[config.mk]
export PLATFORM = sky130hd
export DESIGN_NAME = swps_sequencer
export DESIGN_NICKNAME = d
export VERILOG_FILES = /design/src/hdl/swps_pkg.sv /design/src/hdl/swps_sequencer.sv
export SDC_FILE = /design/constraint.sdc
export NUM_CORES = 1
export LEC_CHECK = 0
export ABC_AREA = 1
export BUFFER_PORTS_ARGS = -buffer_cell sky130_fd_sc_hd__buf_2
export CAP_MARGIN = 20
export CORE_ASPECT_RATIO = 0.7
export CORE_MARGIN = 3
export CORE_UTILIZATION = 60
export CTS_CLUSTER_SIZE = 24
export DETAILED_ROUTE_END_ITERATION = 10
export PLACE_DENSITY_LB_ADDON = 0.1
export SYNTH_ARGS = -nofsm -noshare
export SYNTH_HDL_FRONTEND = slang
export SYNTH_SLANG_ARGS = --single-unit
[constraint.sdc]
create_clock -name clk -period 11.95 [get_ports clk]
set_input_delay 0.5975 -clock clk [delete_from_list [all_inputs] [get_ports clk]]
set_output_delay 0.5975 -clock clk [all_outputs]
set_load 0.005 [all_outputs]
[src/hdl/swps_pkg.sv]
package swps_pkg;

    // ****************************************************************
    // register map
    // ****************************************************************
    localparam logic [7:0] GEN_CTRL_OFS = 8'h00;
    localparam logic [7:0] WAKE_LOW_OFS = 8'h04;
    localparam logic [7:0] WAKE_HIGH_OFS = 8'h08;
    localparam logic [7:0] ASLEEP_WORD_OFS = 8'h0C;
    localparam logic [7:0] RISE1_WORD_OFS = 8'h10;
    localparam logic [7:0] RISE2_WORD_OFS = 8'h14;

    // ****************************************************************
    // general control fields
    // ****************************************************************
    localparam int CTRL_FAST_CLK_BIT = 0;
    localparam int CTRL_SLEEP_BIT = 1;
    localparam int CTRL_PIN_EN_BIT = 2;
    localparam int CTRL_PIN_LVL_BIT = 3;
    localparam int CTRL_TMR_EN_BIT = 4;
    localparam int CTRL_WIDE_BIT = 5;
    localparam logic [5:0] CTRL_RESET = 6'h08;

    // ****************************************************************
    // supply word fields and reset values
    // ****************************************************************
    localparam int DWELL_LSB = 16;
    localparam int TILE_OFF_BIT = 14;
    localparam int ANA_PFM_BIT = 9;
    localparam int CORE_PFM_BIT = 8;
    localparam int IO_EN_BIT = 5;
    localparam int PLL_EN_BIT = 4;
    localparam int ANA_EN_BIT = 1;
    localparam int CORE_EN_BIT = 0;
    localparam logic [31:0] WORD_WR_MASK = 32'h001F4331;
    localparam logic [31:0] ASLEEP_RESET = 32'h00100000;
    localparam logic [31:0] RISE1_RESET = 32'h00100020;
    localparam logic [31:0] RISE2_RESET = 32'h00100031;
    localparam logic [31:0] RUN_WORD = 32'h00000033;
    localparam logic [31:0] FALL1_WORD = 32'h00000022;
    localparam logic [31:0] FALL2_WORD = 32'h00000002;
    localparam logic [4:0] FALL_DWELL_LOG2 = 5'h10;

    // ****************************************************************
    // timing
    // ****************************************************************
    localparam int CLK_HZ = 250000000;
    localparam int SLOW_CLK_HZ = 31250;
    localparam int SLOW_DIV_CYC = CLK_HZ / SLOW_CLK_HZ;

    typedef enum logic [2:0] {
        ST_RUNNING,
        ST_FIRST_FALLING,
        ST_SECOND_FALLING,
        ST_ASLEEP,
        ST_FIRST_RISING,
        ST_SECOND_RISING
    } swps_state_e;

    typedef struct packed {
        logic tile_clk_off;
        logic analogue_pfm;
        logic core_pfm;
        logic io_en;
        logic pll_en;
        logic analogue_en;
        logic core_en;
    } swps_supply_s;

endpackage : swps_pkg

[src/hdl/swps_sequencer.sv]
`timescale 1ns/100ps
// Behaviour
// - low wake time matters only with timer wake enabled and while asleep
// - high wake time compared only if wide compare, timer wake, asleep
// - asleep: after dwell, wake on timer or wake pin condition
// - dwell counted on the active clock, possibly the slow one
// - rising states: after dwell, advance only when enabled supplies good
// - dwell field 20:16 gives two to that power cycles, reset 16
// - bit 14 gates the tile clock during the state
// - bit 9 picks analogue regulator modulation, one means pulse frequency
// - bit 8 picks core regulator modulation, one means pulse frequency
// - bit 5 enables io supply; reset zero asleep, one rising
// - bit 4 enables pll regulator; reset one only second rising
// - bit 1 analogue enable is read only: 0,0,1 per state
// - bit 0 enables core regulator; reset one only second rising
// - low wake time: 32-bit read write, resets zero
// - high wake time: 32-bit read write, resets zero, ignored unless wide
// - control bit 5 enables wide 64-bit compare
// - control bit 4 enables timer wake
// - control bit 2 enables pin wake, bit 3 picks level
// - control bit 1 starts sleep when running and clears itself
module swps_sequencer #(
    parameter int SLOW_DIV = swps_pkg::SLOW_DIV_CYC,
    parameter logic [4:0] FALL_DWELL = swps_pkg::FALL_DWELL_LOG2
) (
    // clock and reset
    input wire logic clk,
    input wire logic rst_n,
    // register port
    input wire logic reg_wr,
    input wire logic reg_rd,
    input wire logic [7:0] reg_addr,
    input wire logic [31:0] reg_wdata,
    output logic [31:0] reg_rdata_q,
    // time base
    input wire logic [63:0] rtc_count,
    // pins
    input wire logic wake_pin,
    input wire logic core_good,
    input wire logic analogue_good,
    input wire logic pll_good,
    input wire logic io_good,
    // supply control
    output swps_pkg::swps_supply_s supply_q,
    output swps_pkg::swps_state_e state_q
);

    // ****************************************************************
    // pin synchronisers
    // ****************************************************************
    logic [4:0] pin_meta_q;
    logic [4:0] pin_sync_q;

    always_ff @(posedge clk) begin
        if (!rst_n) begin
            pin_meta_q <= 5'h00;
            pin_sync_q <= 5'h00;
        end else begin
            pin_meta_q <= {wake_pin, io_good, pll_good, analogue_good, core_good};
            pin_sync_q <= pin_meta_q;
        end
    end

    // ****************************************************************
    // registers
    // ****************************************************************
    logic [5:0] ctrl_q;
    logic [31:0] wake_lo_q;
    logic [31:0] wake_hi_q;
    logic [31:0] word_q [3];
    logic sleep_take;
    swps_pkg::swps_state_e state_d;

    localparam logic [31:0] WORD_RST [3] = '{swps_pkg::ASLEEP_RESET,
        swps_pkg::RISE1_RESET, swps_pkg::RISE2_RESET};
    localparam logic [7:0] WORD_OFS [3] = '{swps_pkg::ASLEEP_WORD_OFS,
        swps_pkg::RISE1_WORD_OFS, swps_pkg::RISE2_WORD_OFS};

    assign sleep_take = (state_q == swps_pkg::ST_RUNNING) && ctrl_q[swps_pkg::CTRL_SLEEP_BIT];

    always_ff @(posedge clk) begin
        if (!rst_n) begin
            ctrl_q <= swps_pkg::CTRL_RESET;
        end else if (reg_wr && reg_addr == swps_pkg::GEN_CTRL_OFS) begin
            ctrl_q[5:2] <= reg_wdata[5:2];
            ctrl_q[swps_pkg::CTRL_FAST_CLK_BIT] <= reg_wdata[swps_pkg::CTRL_FAST_CLK_BIT];
            // a set landing with the take wins; sets outside running are dropped
            ctrl_q[swps_pkg::CTRL_SLEEP_BIT] <= reg_wdata[swps_pkg::CTRL_SLEEP_BIT]
                && state_q == swps_pkg::ST_RUNNING;
        end else if (sleep_take) begin
            ctrl_q[swps_pkg::CTRL_SLEEP_BIT] <= 1'b0;
        end
    end

    always_ff @(posedge clk) begin
        if (!rst_n) begin
            wake_lo_q <= 32'h00000000;
            wake_hi_q <= 32'h00000000;
        end else if (reg_wr) begin
            if (reg_addr == swps_pkg::WAKE_LOW_OFS) begin
                wake_lo_q <= reg_wdata;
            end
            if (reg_addr == swps_pkg::WAKE_HIGH_OFS) begin
                wake_hi_q <= reg_wdata;
            end
        end
    end

    for (genvar i = 0; i < 3; i++) begin : g_word
        always_ff @(posedge clk) begin
            if (!rst_n) begin
                word_q[i] <= WORD_RST[i];
            end else if (reg_wr && reg_addr == WORD_OFS[i]) begin
                word_q[i] <= reg_wdata & swps_pkg::WORD_WR_MASK;
            end
        end
    end

    // analogue enable is fixed per state, never stored
    function automatic logic [31:0] ro_bits(input int idx);
        ro_bits = (idx == 2) ? 32'h00000002 : 32'h00000000;
    endfunction : ro_bits

    always_ff @(posedge clk) begin
        if (!rst_n) begin
            reg_rdata_q <= 32'h00000000;
        end else if (reg_rd) begin
            unique case (reg_addr)
                swps_pkg::GEN_CTRL_OFS: reg_rdata_q <= {26'h0000000, ctrl_q};
                swps_pkg::WAKE_LOW_OFS: reg_rdata_q <= wake_lo_q;
                swps_pkg::WAKE_HIGH_OFS: reg_rdata_q <= wake_hi_q;
                swps_pkg::ASLEEP_WORD_OFS: reg_rdata_q <= word_q[0] | ro_bits(0);
                swps_pkg::RISE1_WORD_OFS: reg_rdata_q <= word_q[1] | ro_bits(1);
                swps_pkg::RISE2_WORD_OFS: reg_rdata_q <= word_q[2] | ro_bits(2);
                default: reg_rdata_q <= 32'h00000000;
            endcase
        end
    end

    // ****************************************************************
    // wake conditions
    // ****************************************************************
    logic asleep;
    logic timer_hit;
    logic pin_hit;

    assign asleep = state_q == swps_pkg::ST_ASLEEP;
    assign timer_hit = asleep && ctrl_q[swps_pkg::CTRL_TMR_EN_BIT]
        && (ctrl_q[swps_pkg::CTRL_WIDE_BIT] ? rtc_count >= {wake_hi_q, wake_lo_q}
                                            : rtc_count[31:0] >= wake_lo_q);
    assign pin_hit = asleep && ctrl_q[swps_pkg::CTRL_PIN_EN_BIT]
        && (pin_sync_q[4] == ctrl_q[swps_pkg::CTRL_PIN_LVL_BIT]);

    // ****************************************************************
    // dwell timing
    // ****************************************************************
    logic [15:0] div_q;
    logic slow_tick_q;
    logic tick;
    logic [31:0] dwell_cnt_q;
    logic [31:0] dwell_len;
    logic [31:0] cur_word;
    logic [4:0] dwell_log2;
    logic dwell_done;

    // slow clock stands in as an enable so the block keeps one clock
    always_ff @(posedge clk) begin
        if (!rst_n) begin
            div_q <= 16'h0000;
            slow_tick_q <= 1'b0;
        end else begin
            slow_tick_q <= div_q == 16'(SLOW_DIV - 1);
            div_q <= (div_q == 16'(SLOW_DIV - 1)) ? 16'h0000 : div_q + 16'h0001;
        end
    end

    // clock select only matters while asleep
    assign tick = !asleep || ctrl_q[swps_pkg::CTRL_FAST_CLK_BIT] || slow_tick_q;

    always_comb begin
        unique case (state_q)
            swps_pkg::ST_RUNNING: cur_word = swps_pkg::RUN_WORD;
            swps_pkg::ST_FIRST_FALLING: cur_word = swps_pkg::FALL1_WORD;
            swps_pkg::ST_SECOND_FALLING: cur_word = swps_pkg::FALL2_WORD;
            swps_pkg::ST_ASLEEP: cur_word = word_q[0] | ro_bits(0);
            swps_pkg::ST_FIRST_RISING: cur_word = word_q[1] | ro_bits(1);
            default: cur_word = word_q[2] | ro_bits(2);
        endcase
    end

    assign dwell_log2 = (state_q == swps_pkg::ST_FIRST_FALLING
        || state_q == swps_pkg::ST_SECOND_FALLING) ? FALL_DWELL
        : cur_word[swps_pkg::DWELL_LSB +: 5];
    assign dwell_len = 32'h00000001 << dwell_log2;
    assign dwell_done = dwell_cnt_q >= dwell_len;

    always_ff @(posedge clk) begin
        if (!rst_n || state_d != state_q) begin
            dwell_cnt_q <= 32'h00000000;
        end else if (tick && !dwell_done) begin
            dwell_cnt_q <= dwell_cnt_q + 32'h00000001;
        end
    end

    // ****************************************************************
    // sequencer
    // ****************************************************************
    logic all_good;

    // a supply that is switched off cannot hold back the sequence
    assign all_good = &(~{cur_word[swps_pkg::IO_EN_BIT], cur_word[swps_pkg::PLL_EN_BIT],
        cur_word[swps_pkg::ANA_EN_BIT], cur_word[swps_pkg::CORE_EN_BIT]}
        | pin_sync_q[3:0]);

    always_comb begin
        state_d = state_q;
        unique case (state_q)
            swps_pkg::ST_RUNNING: if (sleep_take) state_d = swps_pkg::ST_FIRST_FALLING;
            swps_pkg::ST_FIRST_FALLING: if (dwell_done) state_d = swps_pkg::ST_SECOND_FALLING;
            swps_pkg::ST_SECOND_FALLING: if (dwell_done) state_d = swps_pkg::ST_ASLEEP;
            swps_pkg::ST_ASLEEP: begin
                if (dwell_done && (timer_hit || pin_hit)) begin
                    state_d = swps_pkg::ST_FIRST_RISING;
                end
            end
            swps_pkg::ST_FIRST_RISING: begin
                if (dwell_done && all_good) state_d = swps_pkg::ST_SECOND_RISING;
            end
            swps_pkg::ST_SECOND_RISING: begin
                if (dwell_done && all_good) state_d = swps_pkg::ST_RUNNING;
            end
            default: state_d = swps_pkg::ST_RUNNING;
        endcase
    end

    always_ff @(posedge clk) begin
        if (!rst_n) begin
            state_q <= swps_pkg::ST_RUNNING;
        end else begin
            state_q <= state_d;
        end
    end

    // outputs follow the word of the state being held or entered
    always_ff @(posedge clk) begin
        if (!rst_n) begin
            supply_q <= '{1'b0, 1'b0, 1'b0, 1'b1, 1'b1, 1'b1, 1'b1};
        end else begin
            unique case (state_d)
                swps_pkg::ST_RUNNING: supply_q <= word_to_supply(swps_pkg::RUN_WORD);
                swps_pkg::ST_FIRST_FALLING: supply_q <= word_to_supply(swps_pkg::FALL1_WORD);
                swps_pkg::ST_SECOND_FALLING: supply_q <= word_to_supply(swps_pkg::FALL2_WORD);
                swps_pkg::ST_ASLEEP: supply_q <= word_to_supply(word_q[0] | ro_bits(0));
                swps_pkg::ST_FIRST_RISING: supply_q <= word_to_supply(word_q[1] | ro_bits(1));
                default: supply_q <= word_to_supply(word_q[2] | ro_bits(2));
            endcase
        end
    end

    function automatic swps_pkg::swps_supply_s word_to_supply(input logic [31:0] w);
        word_to_supply.tile_clk_off = w[swps_pkg::TILE_OFF_BIT];
        word_to_supply.analogue_pfm = w[swps_pkg::ANA_PFM_BIT];
        word_to_supply.core_pfm = w[swps_pkg::CORE_PFM_BIT];
        word_to_supply.io_en = w[swps_pkg::IO_EN_BIT];
        word_to_supply.pll_en = w[swps_pkg::PLL_EN_BIT];
        word_to_supply.analogue_en = w[swps_pkg::ANA_EN_BIT];
        word_to_supply.core_en = w[swps_pkg::CORE_EN_BIT];
    endfunction : word_to_supply

    // ****************************************************************
    // checks
    // ****************************************************************
    timer_gate_a: assert property (@(posedge clk) disable iff (!rst_n)
        asleep && state_d == swps_pkg::ST_FIRST_RISING && !pin_hit
        |-> ctrl_q[swps_pkg::CTRL_TMR_EN_BIT])
        else $error("timer wake while timer wake disabled");

    narrow_cmp_a: assert property (@(posedge clk) disable iff (!rst_n)
        asleep && dwell_done && ctrl_q[swps_pkg::CTRL_TMR_EN_BIT]
        && !ctrl_q[swps_pkg::CTRL_WIDE_BIT] && rtc_count[31:0] >= wake_lo_q
        |-> state_d == swps_pkg::ST_FIRST_RISING)
        else $error("narrow compare looked at high word");

    asleep_exit_a: assert property (@(posedge clk) disable iff (!rst_n)
        asleep && state_d == swps_pkg::ST_FIRST_RISING |-> dwell_done && (timer_hit || pin_hit))
        else $error("left asleep without dwell or wake");

    slow_count_a: assert property (@(posedge clk) disable iff (!rst_n)
        asleep && state_d == swps_pkg::ST_ASLEEP && !tick |=> $stable(dwell_cnt_q))
        else $error("dwell counted without an active clock edge");

    rise_good_a: assert property (@(posedge clk) disable iff (!rst_n)
        state_q == swps_pkg::ST_FIRST_RISING ##1 state_q == swps_pkg::ST_SECOND_RISING
        |-> $past(all_good) && $past(dwell_done))
        else $error("rose with a supply not good");

    dwell_min_a: assert property (@(posedge clk) disable iff (!rst_n)
        state_q != swps_pkg::ST_RUNNING && state_d != state_q |-> dwell_cnt_q >= dwell_len)
        else $error("state left before its dwell");

    supply_map_a: assert property (@(posedge clk) disable iff (!rst_n)
        state_q == swps_pkg::ST_ASLEEP ##1 state_q == swps_pkg::ST_ASLEEP
        |-> supply_q.tile_clk_off == $past(word_q[0][swps_pkg::TILE_OFF_BIT])
            && supply_q.core_en == $past(word_q[0][swps_pkg::CORE_EN_BIT]))
        else $error("asleep word not driven");

    sleep_clear_a: assert property (@(posedge clk) disable iff (!rst_n)
        sleep_take && !reg_wr |=> !ctrl_q[swps_pkg::CTRL_SLEEP_BIT]
            && state_q == swps_pkg::ST_FIRST_FALLING)
        else $error("sleep request not taken and cleared");

    order_a: assert property (@(posedge clk) disable iff (!rst_n)
        asleep |=> state_q == swps_pkg::ST_ASLEEP || state_q == swps_pkg::ST_FIRST_RISING)
        else $error("asleep left in wrong order");

endmodule : swps_sequencer

### Yosys cells after proc, flatten, opt, wreduce, memory -nomap -nowiden

Memories as Yosys holds them, arrays and structs flattened.
Cells that the tools add are included.

| storage, ports and cells | value |
|---|---|
| register bits after elaboration | 171 |
| RAM bits | 33 |
| logic and storage cells | 104 |
| memories kept | 1 |

| cells by class | value |
|---|---|
| add/subtract/negate cells | 2 |
| $lt $le $gt $ge | 3 |
| equality and inequality tests | 17 |
| shifts and indexed selects | 1 |
| multiplexer cells | 27 |
| bitwise logic cells | 6 |
| reduce and logical (&&, ||, !) cells | 29 |

Memories:

| memory | words | width | rd ports | clocked after Yosys merged registers in | write ports | line | text |
|---|---|---|---|---|---|---|---|
| word_q | 3 | 11 | 3 | 0 | 3 | swps_sequencer.sv:70 | `logic [31:0] word_q [3];` |

Operator list:

| cell | count |
|---|---|
| 32-bit case mux with 6 select lines | 1 |
| 21-bit case mux with 5 select lines | 1 |
| 32-bit >= comparator | 2 |
| 64-bit >= comparator | 1 |
| 7-bit case mux with 5 select lines | 1 |
| 11-bit 2-to-1 mux | 3 |
| 32-bit by 1-bit adder with 32-bit output (second input constant) | 1 |
| 1-bit by 5-bit left shift with 32-bit output (first input constant) | 1 |
| 3-bit 2-to-1 mux | 6 |
| 3-bit case mux with 6 select lines | 1 |
| 16-bit by 1-bit adder with 16-bit output (second input constant) | 1 |
| 16-bit by 13-bit == test with 1-bit output (second input constant) | 1 |
| 8-bit by 4-bit == test with 1-bit output (second input constant) | 2 |
| 8-bit by 5-bit == test with 1-bit output (second input constant) | 2 |
| 1-bit logical AND | 13 |
| 1-bit 2-to-1 mux | 13 |
| 3-bit by 2-bit == test with 1-bit output (second input constant) | 4 |
| 3-bit == test (second input constant) | 3 |
| 8-bit by 3-bit == test with 1-bit output (second input constant) | 1 |
| 8-bit logical NOT | 1 |
| 3-bit by 1-bit == test with 1-bit output (second input constant) | 2 |
| 3-bit logical NOT | 2 |
| 1-bit logical OR | 5 |
| 5-bit 2-to-1 mux | 1 |
| 11 further kinds | 16 |

### Longest topological paths before layout

Gate-level depths: netlist (run 1).

| depth | value |
|---|---|
| depth in word-level cells | 10 |
| gate-level depth with buffers | 32 |

### Worst setup path before layout (run 1)

OpenSTA, ideal clock, no wires.

| timing | value |
|---|---|
| path kind | reg-to-reg |
| start | reg state_q[2] |
| end | reg dwell_cnt_q[23] |
| library setup time | 0.117 ns |
| arrival | 3.713 ns |
| path slack | 8.120 ns |
| cell stages (with the launch flop) | 24 |
| buffers on the path | 4 |
| cell sequence | dfxtp_1 > buf_6 > nor2_1 > inv_1 > nor2_1 > inv_1 > nand2_1 > nor3_1 > clkinv_1 > clkbuf_1 > nand2_1 > ha_1 > nand2_1 > inv_1 > nor2_1 > o21a_1 > nand2_1 > a21oi_1 > nand3_2 > a31oi_1 > buf_4 > buf_4 > mux2i_1 > nor2_2 |

| between the ends | value |
|---|---|
| word-level cells in the longest chain between the ends | 10 |
| elaborated cells between the ends (all ways) | 36 |
| classes of those cells | order compare: 1; eq/ne: 6; shift: 1; mux: 9; bitwise: 2; reduce/logical: 17 |

RTL lines:

| item | line | text |
|---|---|---|
| start: declaration | swps_sequencer.sv:45 | `output swps_pkg::swps_state_e state_q` |
| start signal: assignment | swps_sequencer.sv:238 | `state_q <= swps_pkg::ST_RUNNING;` |
| start signal: assignment | swps_sequencer.sv:240 | `state_q <= state_d;` |
| 3-bit == test, or another cell as far along | swps_sequencer.sv:181, swps_sequencer.sv:217 |  |
| 21-bit case mux with 5 select lines or 1-bit logical OR (tied branches) | swps_sequencer.sv:181, swps_sequencer.sv:192 |  |
| 5-bit 2-to-1 mux or 4-bit NOT (tied branches) | swps_sequencer.sv:192, swps_sequencer.sv:211 |  |
| 1-bit by 5-bit left shift with 32-bit output or 4-bit bitwise OR (tied branches) | swps_sequencer.sv:194, swps_sequencer.sv:213 |  |
| 32-bit >= comparator or 4-bit AND reduction (tied branches) | swps_sequencer.sv:195, swps_sequencer.sv:211 |  |
| 1-bit logical AND (on tied branches) | swps_sequencer.sv:227, swps_sequencer.sv:230, swps_sequencer.sv:222 |  |
| 3-bit 2-to-1 mux (on tied branches) | swps_sequencer.sv:230, swps_sequencer.sv:222, swps_sequencer.sv:227 |  |
| 3-bit case mux with 6 select lines | swps_sequencer.sv:217 | `unique case (state_q)` |
| 3-bit inequality test | swps_sequencer.sv:198 | `if (!rst_n \|\| state_d != state_q) begin` |
| 1-bit logical OR | swps_sequencer.sv:198 |  |
| end signal: assignment | swps_sequencer.sv:201 | `dwell_cnt_q <= dwell_cnt_q + 32'h00000001;` |
| end: declaration | swps_sequencer.sv:160 | `logic [31:0] dwell_cnt_q;` |

Parallel ways exist; a longest one is shown, timed or not.
A chain may end at the register's enable or synchronous reset.

### Worst setup path after layout (run 1)

| timing | value |
|---|---|
| start | reg state_q[2] |
| end | reg dwell_cnt_q[15] |

The elaborated chain is that of the path after synthesis.

==> flow_summary.yaml, run 1 <==
synth:
  synth_edf_count: 33
  syn_avg_cell_area_um2: 7.34
  syn_inst: 1570
  yosys_warnings: 0
  synth_seq_area_share_pct: 38.3
  syn-num-nets: 1781
  ys_types: 43
  synthFlopType: "dfxtp_1"
  ys_seq_elements: 204
  synthArstFlopShare_pct: 0
  netlist_area_um2: 11500
detailed_routing:
  viasPerCell: 5.72
  dr.pass1.iters: 6
  initialDrtViolationCount: 1307
  drc: 0
  routed_wl_mm: 34.1
  vias: 11200
  ant_nets: 0
  detail_route.wl_per_cell_um: 17.4
place:
  port_buffers: 154
  dpl.cell_count: 1922
  hpwl_mm: 25.9
  place.gp.congestion: 1.10
final_layout:
  final_cell_mix: "355 x nand2_1, 190 x inv_1, 173 x a21oi_1"
  antenna_cells: 0
  syn_to_final_growth_pct: 14.1
  instances_no_fill: 1960
  layout-drive-gt1-share_pct: 13.2
  final_common_cell: "nand2_1"
  nNetsFinal: 1921
  fillers: 1533
die:
  start_util_pct: 62.5
  die_y_um: 122
  rows: 41
  die_w_um: 172
  dieArea_um2: 20900
  io_pins: 155
  fp.coreArea_um2: 18400
critical_path:
  cp-start-kind: "flip-flop"
  crit_type: "reg -> reg"
  crit_required_ps: 12370
  reg2reg_depth: 20
  r2r-start: "state_q[2]"
  crit_fanout: 32
  startpoint: "state_q[2]"
  worst_ep_arrival_time_ps: 5750
  critPathCaptureType: "flip-flop"
  reg2reg_slack_ps: 6610
sta:
  setup_violations: 0
  skew_ps: 10.9
  rsz0062_at_grt: "false"
  fin_tns_setup_ps: 0
  fmax_mhz: 187
  worstMarginPinSlew_ps: 1100
  finalCriticalPeriod_ps: 5340
  finalCritPeriodShare_pct: 44.7
  finalHoldViolCount: 0
  slew_headroom_pct: 26.6
  slew_viol_final: 0
clock_network:
  h-tree-depth: 1
  clk_pin_slew_ps: 70
  cts_setup_buffers: 0
  cts.hold.buffers_added: 0
  clockBufferDepth: 3
  cts_tree: "yes"
  cts_resized: 0
  cts_buffers: 21
  cts.sink_count: 204
  cts_root_buf: "clkbuf_16"
  clkLatencyLatePin_ps: 490
global_route:
  grt_first_pass_wirelength_mm: 52.2
  grt_usage_pct: 31.7
  grt_max_degree: 95
  gr-total-overflow: 0
  grt_pass1_vias: 10000
  grt_antenna_before_repair: 0
power_and_ir_drop:
  leakage_uw: 0.00555
  vdd_drop_max_v: 0.0000951
  power_density_nw_per_um2: 137
run:
  maxCapViolations: 0
min_path:
  min_path_type: "in -> reg"
  hold_path.startpoint: "pll_good"
  whs_path_depth: 3
run_status:
  status: "finished clean"
==> cell families after synthesis <==
logic type,Yosys count,synth area share [%]
and+or+nand+nor,639,23.0
xor gates and xnor gates,31,2.36
AOI/OAI and AO/OA,333,15.9
buffers and inverters,250,8.54
adders and majority gates,98,10.6
DFF,204,38.3
muxes,15,1.30
==> state kept, by name, indices dropped and copies added (netlist names) <==
register     count
div_q           16
word_q          33
supply_q         7
ctrl_q           6
pin_meta_q       5
slow_tick_q      1
dwell_cnt_q     32
wake_hi_q       32
state_q          3
pin_sync_q       5
reg_rdata_q     32
wake_lo_q       32
==> Yosys cell counts (3+ instances only) <==
library cell / number / area, um^2
a21o_1: 3 / 22.5
a21oi_1: 173 / 866
a221oi_1: 11 / 96.3
and3_1: 3 / 18.8
buf_6: 5 / 56.3
clkbuf_1: 42 / 158
clkinv_1: 6 / 22.5
dfxtp_1: 171 / 3420
edfxtp_1: 33 / 991
ha_1: 98 / 1230
inv_1: 190 / 713
inv_2: 3 / 11.3
mux2i_1: 15 / 150
nand2_1: 355 / 1330
nand3_1: 27 / 135
nand4_1: 13 / 81.3
nor2_1: 168 / 631
nor2_2: 21 / 131
nor3_1: 29 / 145
nor3b_1: 4 / 30.0
nor4_1: 10 / 62.6
o2111ai_1: 3 / 26.3
o211ai_1: 5 / 37.5
o21a_1: 7 / 52.6
o21ai_0: 96 / 480
o21bai_1: 3 / 22.5
o221ai_1: 4 / 35.0
o22ai_1: 23 / 144
xnor2_1: 7 / 61.3
xor2_1: 24 / 210
==> layer usage <==
layer / part of all wire [%] / vias up / track usage, %
li1: - / 5456 / -
met1: 45 / 5042 / 48.3
met5: 0 / - / 0
met3: 15 / 45 / 11.5
met2: 38 / 659 / 43.6
met4: 1.4 / 0 / 4.82
==> per-stage QoR <==
stage	setup slack (ps)	hold slack (ps)	utilization (%)	area, um^2	power (uW)
final	6610	283	71.3	13100	1800
after global routing	6170	290	71.3	13100	1860
after CTS	6810	276	71.2	13100	1780
after detailed placement	6820	402	67.6	12400	1150
after global placement	7090	398	67.6	12400	1140
after floorplan	8120	390	-	11500	1050
==> power breakdown <==
part | total (uW) | internal [uW] | switching (uW)
combinational | 424 | 127 | 297
clock | 645 | 373 | 272
sequential | 728 | 714 | 13.0
total | 1800 | 1210 | 582
==> area by class of cell <==
type | instances | area (um^2) | share of cell area, %
Multi-Input combinational cell | 1116 | 6120 | 46.6
Sequential cell | 204 | 4410 | 33.6
Timing Repair Buffer | 168 | 896 | 6.82
Inverter | 199 | 747 | 5.69
Clock buffer | 27 | 558 | 4.25
Tap cell | 236 | 295 | 2.25
Clock inverter | 10 | 101 | 0.772
==> final timing paths <==
check                         end
setup reg to reg  dwell_cnt_q[15]
hold reg to reg     pin_sync_q[0]
hold / removal      pin_meta_q[2]
setup / recovery  dwell_cnt_q[15]
==> worst max-delay path: stages, from the launching register on <==
cell      delay [ps]
dfxtp_1          430
nor3_2           730
a221oi_1         170
a21oi_1          690
clkinv_1         470
nor2_1           250
nand2_1           80
ha_1             310
nand2_1          100
nor2_1            60
and2_1           170
and3_1           160
nand2_1           70
nand3_2          200
o21ai_0          250
nand2_1           90
nor2_1           160
nand2_1          110
nand2_1          120
nand3_4          410
nor2_1           220
(Power assumes the default switching activity.)
==> run 2, diff against run 1 <==
- CORE_UTILIZATION: 60 -> 53
- clock period: 11.95 -> 4.8 ns (I/O delays scaled with it)
==> flow_summary.yaml, run 2 (same netlist as run 1, synthesis figures left out) <==
die:
  dieArea_um2: 23600
  rows: 44
  die_w_um: 182
  io_pins: 155
  start_util_pct: 54.8
  fp.coreArea_um2: 21000
  die_y_um: 129
critical_path:
  critical_path.max_stage_delay_ps: 420
  cp_slowest_cell: "dfxtp_1"
  crit_fanout: 16
  critPathCaptureType: "flip-flop"
  cp-start-kind: "flip-flop"
  worst_ep_arrival_time_ps: 4720
  path_buf_inv: 7
  cp_common_cell: "nand2_1"
  r2r-start: "state_q[1]"
  crit_required_ps: 5240
  cp_top_family: "simple AND/OR/NAND/NOR gates"
  startpoint: "state_q[1]"
  crit_type: "reg -> reg"
clock_network:
  cts_buffers: 21
  cts_tree: "yes"
  h-tree-depth: 1
  clkLatencyLatePin_ps: 510
  clk_pin_slew_ps: 60
  clockBufferDepth: 3
  cts.sink_count: 204
  cts_root_buf: "clkbuf_16"
global_route:
  gr-total-overflow: 0
  grtUsageMet1_pct: 49.5
  grt.busiest_layer: "met1"
  grt_pass1_vias: 9744
  grt_max_degree: 78
  grtUsageMet3_pct: 8.11
  grt_usage_pct: 30.0
  grt_use_met2_pct: 38.9
  grt_first_pass_wirelength_mm: 55.1
  grt_antenna_before_repair: 0
detailed_routing:
  routed_wl_mm: 36.6
  detail_route.wl_per_cell_um: 18.2
  viasPerCell: 5.48
  dr.pass1.iters: 6
  initialDrtViolationCount: 1343
  drc: 0
  vias: 11000
  ant_nets: 0
final_layout:
  layout-drive-gt1-share_pct: 14.0
  multi_input_area_um2: 6150
  final_cell_mix: "355 x nand2_1, 190 x inv_1, 172 x a21oi_1"
  syn_to_final_growth_pct: 15.8
  antenna_cells: 0
  fillers: 1962
  area.sequential_um2: 4410
  largest_reg_flops: 33
  final_common_cell: "nand2_1"
  largest-register: "word_q"
  nNetsFinal: 1934
  final_core_utilization_pct: 63.4
sta:
  slew_viol_final: 0
  slew_headroom_pct: 30.8
  finalHoldViolCount: 0
  fin_tns_setup_ps: 0
  setup_violations: 0
  worstMarginPinSlew_ps: 1040
  finalCriticalPeriod_ps: 4280
  finalCritPeriodShare_pct: 89.1
  skew_ps: 24.4
  rsz0062_at_grt: "false"
  fmax_mhz: 234
power_and_ir_drop:
  power_density_nw_per_um2: 348
  leakage_uw: 0.00562
  p_total_uw: 4640
  vdd_drop_max_v: 0.000321
min_path:
  hold_path.startpoint: "reg_wdata[13]"
  min_path_type: "in -> reg"
place:
  port_buffers: 154
  hpwl_mm: 28.0
  place.gp.congestion: 1.01
run_status:
  status: "finished clean"
run:
  maxCapViolations: 0
==> run 2: cell count changes in the layout (fill, tap and decap cells not counted), sizes merged, moves of 2 or more <==
cell and change:
buf +7, dlygate4sd3 +5, clkinv -2, clkinvlp +2, inv +2
==> run 2: metal layers <==
layer  share of wire (%)  vias to the layer above
li1                    -                     5479
met1                  50                     4978
met2                  36                      551
met3                  13                       26
met4                0.84                        0
met5                   0                        -
==> run 2: power by group <==
group	switching [uW]	leakage, uW	internal (uW)	total [uW]
clock	708	0.000336	928	1640
sequential	33.0	0.00170	1780	1810
combinational	796	0.00358	394	1190
total	1540	0.00562	3100	4640
==> run 2: worst register-to-register path: cells and delay by family (launching register included) <==
family	cells	cell delay, ps
adders and majority gates	1	290
DFF	1	420
buffers and inverters	7	870
and+or+nand+nor	16	1990
AOI/OAI and AO/OA	4	650
==> run 2: timing repair <==
item	4_1_cts	5_1_grt
hold endpoints to repair	5	0
endpoints found under the setup margin	0	32
hold buffers	5	0
resized for setup	0	3
buffers inserted	0	2
==> run 2: final cells by class <==
cell class / count / area share (%)
flip-flops and latches: 204 / 33.1
inverters: 199 / 5.60
clock buffers: 27 / 4.42
multi-input cells: 1117 / 46.1
repair buffers: 180 / 7.51
well taps: 276 / 2.59
clock inverters: 11 / 0.676
==> run 2: metrics by stage <==
step / instances / setup slack [ps] / area (um^2) / hold slack [ps]
2_1_floorplan: 1570 / 970 / 11500 / 338
5_1_grt: 2014 / 14.6 / 13300 / 30.0
4_1_cts: 2011 / 447 / 13300 / 1.65
3_3_place_gp: 1967 / 585 / 12500 / 394
3_5_place_dp: 1968 / 440 / 12500 / 401
6_report: 2014 / 521 / 13300 / 22.6
==> run 2: worst paths after layout <==
check	slack, ps	cells past startpoint	end
setup / recovery	520	28	dwell_cnt_q[13]
hold / removal	20	3	wake_lo_q[13]
setup reg to reg	520	28	dwell_cnt_q[13]
hold reg to reg	420	2	pin_sync_q[0]
